==> src/exec_pkg.sv <==
// Shared constants and types for the instruction execution subset
package exec_pkg;
  localparam int DATA_W = 16;
  localparam int ACC_W = 40;
  localparam int EXT_W = 56;
  localparam int PM_W = 24;
  localparam int LIT_W = 10;
  localparam int PAGE_W = 8;
  localparam int SHAMT_W = 6;
  // Latency of the two operation classes in core clock cycles
  localparam int ALU_CYCLES = 1;
  localparam int TABLE_CYCLES = 2;
  // Accumulator rounding bias and saturation limits
  localparam logic [EXT_W-1:0] ROUND_BIAS = 56'h00000000008000;
  localparam logic [ACC_W-1:0] SAT_POS = 40'h007FFFFFFF;
  localparam logic [ACC_W-1:0] SAT_NEG = 40'hFF80000000;
  // Overflow guard bits of the accumulator: 39 down to 31
  localparam int OVF_LSB = 31;
  localparam int STORE_LSB = 16;
  // Status flag values after reset
  localparam logic FLAG_RESET = 1'b0;

  typedef enum logic [3:0] {
    rotate_right_nocarry_op,
    accum_store_op,
    accum_store_rounded_op,
    sign_extend_op,
    accum_arith_shift_op,
    left_shift_op,
    left_shift_multi_op,
    sub_with_borrow_op,
    rev_sub_with_borrow_op,
    table_read_high_op,
    table_read_low_op,
    table_write_high_op,
    table_write_low_op,
    zero_extend_op
  } op_t;

  typedef enum logic {
    ST_IDLE,
    ST_TABLE
  } state_t;
endpackage

==> src/acc_shift_if.sv <==
// Carrier between the execution unit and its accumulator shifter
`timescale 1ns/1ps
interface acc_shift_if;
  import exec_pkg::*;
  logic [ACC_W-1:0] acc_in;
  logic [SHAMT_W-1:0] shamt;
  logic round;
  logic sat_en;
  logic [ACC_W-1:0] acc_out;
  logic [DATA_W-1:0] store_word;
  logic ovf;
  logic sat;
  modport core (output acc_in, shamt, round, sat_en,
                input acc_out, store_word, ovf, sat);
  modport shifter (input acc_in, shamt, round, sat_en,
                   output acc_out, store_word, ovf, sat);
endinterface

==> src/acc_shifter.sv <==
// Accumulator arithmetic shifter with rounding and saturation
`timescale 1ns/1ps
module acc_shifter (
  // Operands and results
  acc_shift_if.shifter sh
);
  import exec_pkg::*;
  logic signed [EXT_W-1:0] ext_w;
  logic signed [EXT_W-1:0] wide_w;
  logic [EXT_W-1:0] rnd_w;
  logic [SHAMT_W-1:0] mag_w;
  logic [ACC_W-OVF_LSB-1:0] guard_w;

  // Positive amounts shift right, negative ones shift left
  always_comb begin
    ext_w = {{(EXT_W-ACC_W){sh.acc_in[ACC_W-1]}}, sh.acc_in};
    mag_w = sh.shamt[SHAMT_W-1] ? SHAMT_W'(-sh.shamt) : sh.shamt;
    if (sh.shamt[SHAMT_W-1]) begin
      wide_w = ext_w <<< mag_w;
    end else begin
      wide_w = ext_w >>> mag_w;
    end
    rnd_w = sh.round ? wide_w + ROUND_BIAS : wide_w;
    guard_w = wide_w[ACC_W-1:OVF_LSB];
    sh.store_word = rnd_w[STORE_LSB+DATA_W-1:STORE_LSB];
    // Overflow means the guard bits no longer agree with the sign
    sh.ovf = !((&guard_w) || !(|guard_w));
    sh.sat = sh.sat_en && sh.ovf;
    if (sh.sat) begin
      // Clamp on the true sign kept in the extended result
      sh.acc_out = wide_w[EXT_W-1] ? SAT_NEG : SAT_POS;
    end else begin
      sh.acc_out = wide_w[ACC_W-1:0];
    end
  end
endmodule

==> src/instr_exec_subset.sv <==
// Execution unit for rotate, shift, extend, borrow-subtract and table ops
`timescale 1ns/1ps
//
// Overview of operation
// - Rotate right without carry, one cycle, only N and Z change
// - Store accumulator after signed 4-bit shift, optional rounding, no flags
// - Sign extend source byte in one cycle, updating C, N and Z
// - Shift accumulator by register or signed 6-bit literal, set OA/SA (acc A) or OB/SB (acc B) flags
// - Single left shift sets C,N,OV,Z; multi-bit shifts set only N,Z
// - Subtract with borrow: a minus b minus inverted carry, sets C,DC,N,OV,Z
// - Reverse subtract with borrow: b minus a minus inverted carry, same flags
// - Table read high loads memory bits 23:16 into destination low byte
// - Table read low loads memory bits 15:0 into destination, two cycles
// - Table write high stores source low byte into memory bits 23:16
// - Table write low stores whole source word into memory bits 15:0
// - Zero extend source byte in one cycle, updating C, Z and N
module instr_exec_subset (
  // Clock and reset
  input wire logic sys_clk,
  input wire logic sys_rst,
  // Operation request
  input wire logic op_valid,
  output logic op_ready,
  input wire exec_pkg::op_t op_code,
  input wire logic [exec_pkg::DATA_W-1:0] opnd_a,
  input wire logic [exec_pkg::DATA_W-1:0] opnd_b,
  input wire logic op_use_lit,
  input wire logic [exec_pkg::LIT_W-1:0] op_lit,
  input wire logic acc_sel,
  input wire logic [exec_pkg::ACC_W-1:0] acc_a,
  input wire logic [exec_pkg::ACC_W-1:0] acc_b,
  input wire logic sat_enable,
  input wire logic [exec_pkg::PAGE_W-1:0] tbl_page,
  // Results
  output logic op_done,
  output logic res_valid,
  output logic [exec_pkg::DATA_W-1:0] res_data,
  output logic acc_wr,
  output logic acc_wr_sel,
  output logic [exec_pkg::ACC_W-1:0] acc_res,
  // Program memory
  output logic [exec_pkg::PM_W-1:0] pm_addr,
  output logic pm_rd,
  output logic pm_wr_hi,
  output logic pm_wr_lo,
  output logic [exec_pkg::PM_W-1:0] pm_wdata,
  input wire logic [exec_pkg::PM_W-1:0] pm_rdata,
  // Status flags
  output logic flag_c,
  output logic digit_carry_flag,
  output logic flag_n,
  output logic signed_overflow_flag,
  output logic flag_z,
  output logic accum_a_overflow_flag,
  output logic accum_b_overflow_flag,
  output logic accum_any_overflow_flag,
  output logic accum_a_saturate_flag,
  output logic accum_b_saturate_flag,
  output logic accum_any_saturate_flag
);
  import exec_pkg::*;

  acc_shift_if sh ();
  acc_shifter u_shifter (.sh(sh));

  state_t state_r, state_nxt;
  op_t tbl_op_r, tbl_op_nxt;
  logic [PM_W-1:0] tbl_addr_r, tbl_addr_nxt;
  logic [PM_W-1:0] tbl_wdata_r, tbl_wdata_nxt;
  logic [DATA_W-1:0] res_data_r, res_data_nxt;
  logic res_valid_r, res_valid_nxt;
  logic done_r, done_nxt;
  logic acc_wr_r, acc_wr_nxt;
  logic acc_sel_r, acc_sel_nxt;
  logic [ACC_W-1:0] acc_res_r, acc_res_nxt;
  logic c_r, c_nxt, dc_r, dc_nxt, n_r, n_nxt, ov_r, ov_nxt, z_r, z_nxt;
  logic oa_r, oa_nxt, ob_r, ob_nxt, sa_r, sa_nxt, sb_r, sb_nxt;

  logic fire_w;
  logic [DATA_W-1:0] opb_w;
  logic [DATA_W-1:0] res_w;
  logic [DATA_W-1:0] mn_w, sb_w;
  logic [DATA_W:0] diff_w;
  logic [4:0] nib_w;
  logic tbl_read_w;

  assign fire_w = op_valid && op_ready;
  assign opb_w = op_use_lit ? {{(DATA_W-LIT_W){1'b0}}, op_lit} : opnd_b;
  assign op_ready = (state_r == ST_IDLE);

  // Shifter operands; the store form takes a 4-bit signed literal
  assign sh.acc_in = acc_sel ? acc_b : acc_a;
  assign sh.shamt = (op_code == accum_arith_shift_op) ? opb_w[SHAMT_W-1:0]
                    : {{2{op_lit[3]}}, op_lit[3:0]};
  assign sh.round = (op_code == accum_store_rounded_op);
  assign sh.sat_en = sat_enable;

  // Shared borrow subtractor, operands swapped for the reverse form
  always_comb begin
    if (op_code == rev_sub_with_borrow_op) begin
      mn_w = opb_w;
      sb_w = opnd_a;
    end else begin
      mn_w = opnd_a;
      sb_w = opb_w;
    end
    diff_w = {1'b0, mn_w} + {1'b0, ~sb_w} + {{DATA_W{1'b0}}, c_r};
    nib_w = {1'b0, mn_w[3:0]} + {1'b0, ~sb_w[3:0]} + {4'h0, c_r};
  end

  always_comb begin
    state_nxt = state_r;
    tbl_op_nxt = tbl_op_r;
    tbl_addr_nxt = tbl_addr_r;
    tbl_wdata_nxt = tbl_wdata_r;
    res_data_nxt = res_data_r;
    res_valid_nxt = 1'b0;
    done_nxt = 1'b0;
    acc_wr_nxt = 1'b0;
    acc_sel_nxt = acc_sel_r;
    acc_res_nxt = acc_res_r;
    // Every flag holds unless its operation names it
    c_nxt = c_r;
    dc_nxt = dc_r;
    n_nxt = n_r;
    ov_nxt = ov_r;
    z_nxt = z_r;
    oa_nxt = oa_r;
    ob_nxt = ob_r;
    sa_nxt = sa_r;
    sb_nxt = sb_r;
    res_w = res_data_r;
    case (state_r)
      ST_IDLE: begin
        if (fire_w) begin
          done_nxt = 1'b1;
          res_valid_nxt = 1'b1;
          case (op_code)
            rotate_right_nocarry_op: begin
              res_w = {opnd_a[0], opnd_a[DATA_W-1:1]};
              n_nxt = res_w[DATA_W-1];
              z_nxt = (res_w == '0);
            end
            accum_store_op, accum_store_rounded_op: begin
              res_w = sh.store_word;
            end
            sign_extend_op: begin
              res_w = {{8{opnd_a[7]}}, opnd_a[7:0]};
              c_nxt = ~res_w[DATA_W-1];
              n_nxt = res_w[DATA_W-1];
              z_nxt = (res_w == '0);
            end
            zero_extend_op: begin
              res_w = {8'h00, opnd_a[7:0]};
              c_nxt = 1'b1;
              n_nxt = 1'b0;
              z_nxt = (res_w == '0);
            end
            accum_arith_shift_op: begin
              res_valid_nxt = 1'b0;
              acc_wr_nxt = 1'b1;
              acc_sel_nxt = acc_sel;
              acc_res_nxt = sh.acc_out;
              // Saturation flags are sticky until reset clears them
              if (acc_sel) begin
                ob_nxt = sh.ovf;
                sb_nxt = sb_r | sh.sat;
              end else begin
                oa_nxt = sh.ovf;
                sa_nxt = sa_r | sh.sat;
              end
            end
            left_shift_op: begin
              res_w = {opnd_a[DATA_W-2:0], 1'b0};
              c_nxt = opnd_a[DATA_W-1];
              ov_nxt = opnd_a[DATA_W-1] ^ opnd_a[DATA_W-2];
              n_nxt = res_w[DATA_W-1];
              z_nxt = (res_w == '0);
            end
            left_shift_multi_op: begin
              // Amounts with bit 4 set empty the word; bits above 4 are ignored
              res_w = opb_w[4] ? '0 : opnd_a << opb_w[3:0];
              n_nxt = res_w[DATA_W-1];
              z_nxt = (res_w == '0);
            end
            sub_with_borrow_op, rev_sub_with_borrow_op: begin
              res_w = diff_w[DATA_W-1:0];
              c_nxt = diff_w[DATA_W];
              dc_nxt = nib_w[4];
              ov_nxt = (mn_w[DATA_W-1] ^ sb_w[DATA_W-1])
                       & (mn_w[DATA_W-1] ^ res_w[DATA_W-1]);
              n_nxt = res_w[DATA_W-1];
              z_nxt = (res_w == '0);
            end
            default: begin
              // Table access: reads address by a, writes by b
              done_nxt = 1'b0;
              res_valid_nxt = 1'b0;
              state_nxt = ST_TABLE;
              tbl_op_nxt = op_code;
              tbl_addr_nxt = (op_code == table_read_high_op ||
                              op_code == table_read_low_op)
                             ? {tbl_page, opnd_a} : {tbl_page, opb_w};
              tbl_wdata_nxt = {opnd_a[7:0], opnd_a};
            end
          endcase
          res_data_nxt = res_w;
        end
      end
      ST_TABLE: begin
        // Second cycle: memory answers combinationally this cycle
        state_nxt = ST_IDLE;
        done_nxt = 1'b1;
        res_valid_nxt = tbl_read_w;
        if (tbl_op_r == table_read_high_op) begin
          res_data_nxt = {8'h00, pm_rdata[PM_W-1:DATA_W]};
        end else if (tbl_op_r == table_read_low_op) begin
          res_data_nxt = pm_rdata[DATA_W-1:0];
        end
      end
      default: state_nxt = ST_IDLE;
    endcase
  end

  always_ff @(posedge sys_clk) begin
    if (sys_rst) begin
      state_r <= ST_IDLE;
      tbl_op_r <= table_read_low_op;
      tbl_addr_r <= '0;
      tbl_wdata_r <= '0;
      res_data_r <= '0;
      res_valid_r <= 1'b0;
      done_r <= 1'b0;
      acc_wr_r <= 1'b0;
      acc_sel_r <= 1'b0;
      acc_res_r <= '0;
      c_r <= FLAG_RESET;
      dc_r <= FLAG_RESET;
      n_r <= FLAG_RESET;
      ov_r <= FLAG_RESET;
      z_r <= FLAG_RESET;
      oa_r <= FLAG_RESET;
      ob_r <= FLAG_RESET;
      sa_r <= FLAG_RESET;
      sb_r <= FLAG_RESET;
    end else begin
      state_r <= state_nxt;
      tbl_op_r <= tbl_op_nxt;
      tbl_addr_r <= tbl_addr_nxt;
      tbl_wdata_r <= tbl_wdata_nxt;
      res_data_r <= res_data_nxt;
      res_valid_r <= res_valid_nxt;
      done_r <= done_nxt;
      acc_wr_r <= acc_wr_nxt;
      acc_sel_r <= acc_sel_nxt;
      acc_res_r <= acc_res_nxt;
      c_r <= c_nxt;
      dc_r <= dc_nxt;
      n_r <= n_nxt;
      ov_r <= ov_nxt;
      z_r <= z_nxt;
      oa_r <= oa_nxt;
      ob_r <= ob_nxt;
      sa_r <= sa_nxt;
      sb_r <= sb_nxt;
    end
  end

  assign tbl_read_w = (tbl_op_r == table_read_high_op) ||
                      (tbl_op_r == table_read_low_op);
  assign pm_addr = tbl_addr_r;
  assign pm_wdata = tbl_wdata_r;
  assign pm_rd = (state_r == ST_TABLE) && tbl_read_w;
  assign pm_wr_hi = (state_r == ST_TABLE) &&
                    (tbl_op_r == table_write_high_op);
  assign pm_wr_lo = (state_r == ST_TABLE) &&
                    (tbl_op_r == table_write_low_op);
  assign op_done = done_r;
  assign res_valid = res_valid_r;
  assign res_data = res_data_r;
  assign acc_wr = acc_wr_r;
  assign acc_wr_sel = acc_sel_r;
  assign acc_res = acc_res_r;
  assign flag_c = c_r;
  assign digit_carry_flag = dc_r;
  assign flag_n = n_r;
  assign signed_overflow_flag = ov_r;
  assign flag_z = z_r;
  assign accum_a_overflow_flag = oa_r;
  assign accum_b_overflow_flag = ob_r;
  assign accum_any_overflow_flag = oa_r | ob_r;
  assign accum_a_saturate_flag = sa_r;
  assign accum_b_saturate_flag = sb_r;
  assign accum_any_saturate_flag = sa_r | sb_r;

  // Checks on the executed behaviour
  logic [DATA_W-1:0] sub_with_borrow_op_ref_w, rev_sub_with_borrow_op_ref_w;
  assign sub_with_borrow_op_ref_w = opnd_a - opb_w - {{(DATA_W-1){1'b0}}, ~c_r};
  assign rev_sub_with_borrow_op_ref_w = opb_w - opnd_a - {{(DATA_W-1){1'b0}}, ~c_r};
endmodule

==> config.mk <==
export PLATFORM = sky130hd
export DESIGN_NAME = instr_exec_subset
export DESIGN_NICKNAME = d
export VERILOG_FILES = /design/src/exec_pkg.sv /design/src/acc_shift_if.sv /design/src/acc_shifter.sv /design/src/instr_exec_subset.sv
export SDC_FILE = /design/constraint.sdc
export NUM_CORES = 1
export LEC_CHECK = 0
export BUFFER_PORTS_ARGS = -buffer_cell sky130_fd_sc_hd__buf_2
export CAP_MARGIN = 20
export CORE_ASPECT_RATIO = 1.5
export CORE_MARGIN = 1
export CORE_UTILIZATION = 50
export CTS_CLUSTER_SIZE = 28
export DETAILED_ROUTE_END_ITERATION = 10
export PLACE_DENSITY = 0.7
export SYNTH_ARGS = -nofsm -noshare
export SYNTH_HDL_FRONTEND = slang
export SYNTH_HIERARCHICAL = 1
export SYNTH_SLANG_ARGS = --single-unit
==> constraint.sdc <==
create_clock -name sys_clk -period 13.4 [get_ports sys_clk]
set_input_delay 0.67 -clock sys_clk [delete_from_list [all_inputs] [get_ports sys_clk]]
set_output_delay 0.67 -clock sys_clk [all_outputs]
set_load 0.03 [all_outputs]
==> summary.txt <==
Initial Util: 50.9%
top-count cell post-synth: nand2_1
CP Max Fanout: 71
clk slew on worst S/H paths: 0.05 ns
Synth Instances: 1994
die width: 142 um
number of port buffers: 286
sequential area share after synthesis: 15.6%
Synth async-reset ratio: 0%
Hold Buf Count CTS: 0
Finished Layout Cells: 2552
Resize count post-CTS: 0
drt total wl: 66000 um
mean number of vias per cell: 6.67
net count after synthesis: 2176
Cell Area, Placed: 15800 um2
Worst EP arrival: 7.79 ns
Worst EP required: 13.69 ns
EDFF count, synth: 0
Detailed Routing Iterations Pass 1: 9
#FFs+latches synth: 114
Synth Cell Area: 14600 um2
worst-margin pin slew: 1.24 ns
Slew HR: 16.2%
RSZ-0062 raised after global routing: no
Place WS: 5.68 ns
Critical Path Start Type: input pin
total clock sinks: 114
Power, Total: 1830 uW
synth warn: 6
Clock Latency Late Sink: 0.43 ns
DRT iter0 DRCs: 1642
fin crit share: 56.0%
first-pass GRT wire length: 97500 um
Avg Synthesized Cell Area: 7.33 um2
Worst Skew: 0.0141 ns
DRC viols: 0
Yosys cell types: 112
gr usage total: 43.7%
H-tree depth: 4
WS Path Type: input pin to flop
Synth top area share: 15.6%
placed cells: 2518
Detail Placement HPWL: 49500 um
share of layout cells above drive strength 1: 25.6%
total setup buffers inserted after CTS: 0
Synth area leader: dfxtp_1
Top FF cell, synth: dfxtp_1
Num CTS Buffers: 17
total negative slack: 0 ns
grt ovf: 0
Final Hold Vio Count: 0
Core Area: 28700 um2
clock tree buffer depth: 2
initial antenna violation count: 1
ranking of synthesized cells by area: dfxtp_1 (16%), nand2_1 (9.4%), mux2i_1 (7.6%)
power per cell area: 111 nW/um2
peak supply drop: 0.0000903 V
final count of pins violating max slew: 0
Commonest cells post-synth: nand2_1 (367), a21oi_1 (221), nor2_1 (157), dfxtp_1 (114), mux2i_1 (111)
Final ANT Viol Nets: 0
via count of the first global-routing pass: 16100
worst min-delay path class: flop to flop
GPL Wtd Cong: 1.06
Nets: 2330
max-cap check violation count: 0
largest net degree at the start of global routing: 80
Synth-to-Final Area Change: 12.9%
Final Setup Violations: 0
outcome: finished, final reports clean
Worst setup EP type: flop
drt wl/cell: 25.8 um
Design Area, Final: 16500 um2
Final Critical Period: 7.50 ns
post-route setup slack: 5.90 ns
Ports: 287
Max Freq: 0.133 GHz
detailed-route via count: 17000
row count: 76
leak pwr: 0.00680 uW
CTS tree: yes
Die Y: 211 um
Root Buffer: clkbuf_16
DIE AREA: 29900 um2
-- registers in the layout (all words and copies together) (netlist names), 4 cells and up --
| signal | cells |
|---|---|
| pm_wdata | 16 |
| tbl_op_r | 4 |
| acc_res | 40 |
| res_data | 16 |
| pm_addr | 24 |
-- final cells by class --
class,instances,area (um2)
Sequential cell,114,2280
Fill cell,2791,12200
Multi-Input combinational cell,1665,11300
Clock buffer,21,470
Clock inverter,11,201
Tap cell,390,488
Timing Repair Buffer,318,1670
Inverter,32,120
Antenna cell,1,2.50
-- per-layer routing --
layer	vias to the layer above	GRT usage (%)	part of all wire (%)
met5	-	0	0
met4	0	43.1	11
met1	7932	41.9	32
met3	374	9.79	7.7
li1	7651	-	-
met2	1067	76.2	49
-- where the power goes --
| group | leakage, uW | switching [uW] | internal (uW) |
|---|---|---|---|
| clock | 0.000324 | 172 | 346 |
| combinational | 0.00555 | 639 | 315 |
| sequential | 0.000928 | 8.92 | 354 |
| total | 0.00680 | 820 | 1020 |
-- placed cells by master (no fill, tap or decap), types with 12 or more instances in the layout --
cell type,count
clkbuf_16,17
nand2_1,367
nor2_1,156
a211o_1,12
nor3_1,42
a31oi_1,25
o22ai_1,30
nand3_1,47
buf_4,31
nand2b_1,25
a21oi_2,25
a22oi_1,12
mux4_2,40
xnor2_1,15
ha_1,16
buf_2,286
mux2i_1,110
dfxtp_1,114
mux2_2,70
a21oi_1,217
inv_1,30
a211oi_1,29
a21o_1,20
a221oi_1,14
nor2b_1,23
o211ai_1,36
o21ai_0,89
-- worst paths after layout --
check	from	slack, ns	end	cells after the start
hold / removal	pm_wdata[10]	0.45	pm_wdata[10]	2
setup / recovery	op_use_lit	5.90	res_data[11]	23
setup reg to reg	flag_c	9.46	res_data[12]	11
hold reg to reg	pm_wdata[10]	0.45	pm_wdata[10]	2
-- critical path, cell delays in order --
cell and delay (ns):
buf_2 0.49, mux2i_4 0.91, a21oi_1 0.46, inv_1 0.22, ha_1 0.30, nand2b_4 0.21
xnor2_4 0.11, buf_4 0.72, mux2i_1 0.23, mux2i_1 0.47, o211ai_1 0.32, a32oi_1 0.60
inv_1 0.20, ha_1 0.28, nand3_1 0.13, nor3_2 0.07, nor4b_4 0.16, and2b_1 0.22
xnor2_1 0.12, a221o_1 0.32, a221o_1 0.26, o211ai_1 0.10, a21oi_1 0.10
-- cell families after synthesis --
group / Yosys count / synth area share [%]
AOI/OAI and AO/OA: 634 / 29.0
adders and majority gates: 18 / 1.64
DFF: 114 / 15.6
muxes: 232 / 20.7
xor gates and xnor gates: 27 / 1.72
buffers and inverters: 215 / 7.71
and+or+nand+nor: 754 / 23.6
-- through the flow --
stage | utilization, % | hold WS, ns
final | 57.5 | 0.449
after global routing | 57.5 | 0.466
after CTS | 57.4 | 0.451
after detailed placement | 55.1 | 0.443
after global placement | 55.1 | 0.437
after floorplan | - | 0.431
Power figures use the tool's default switching activity.
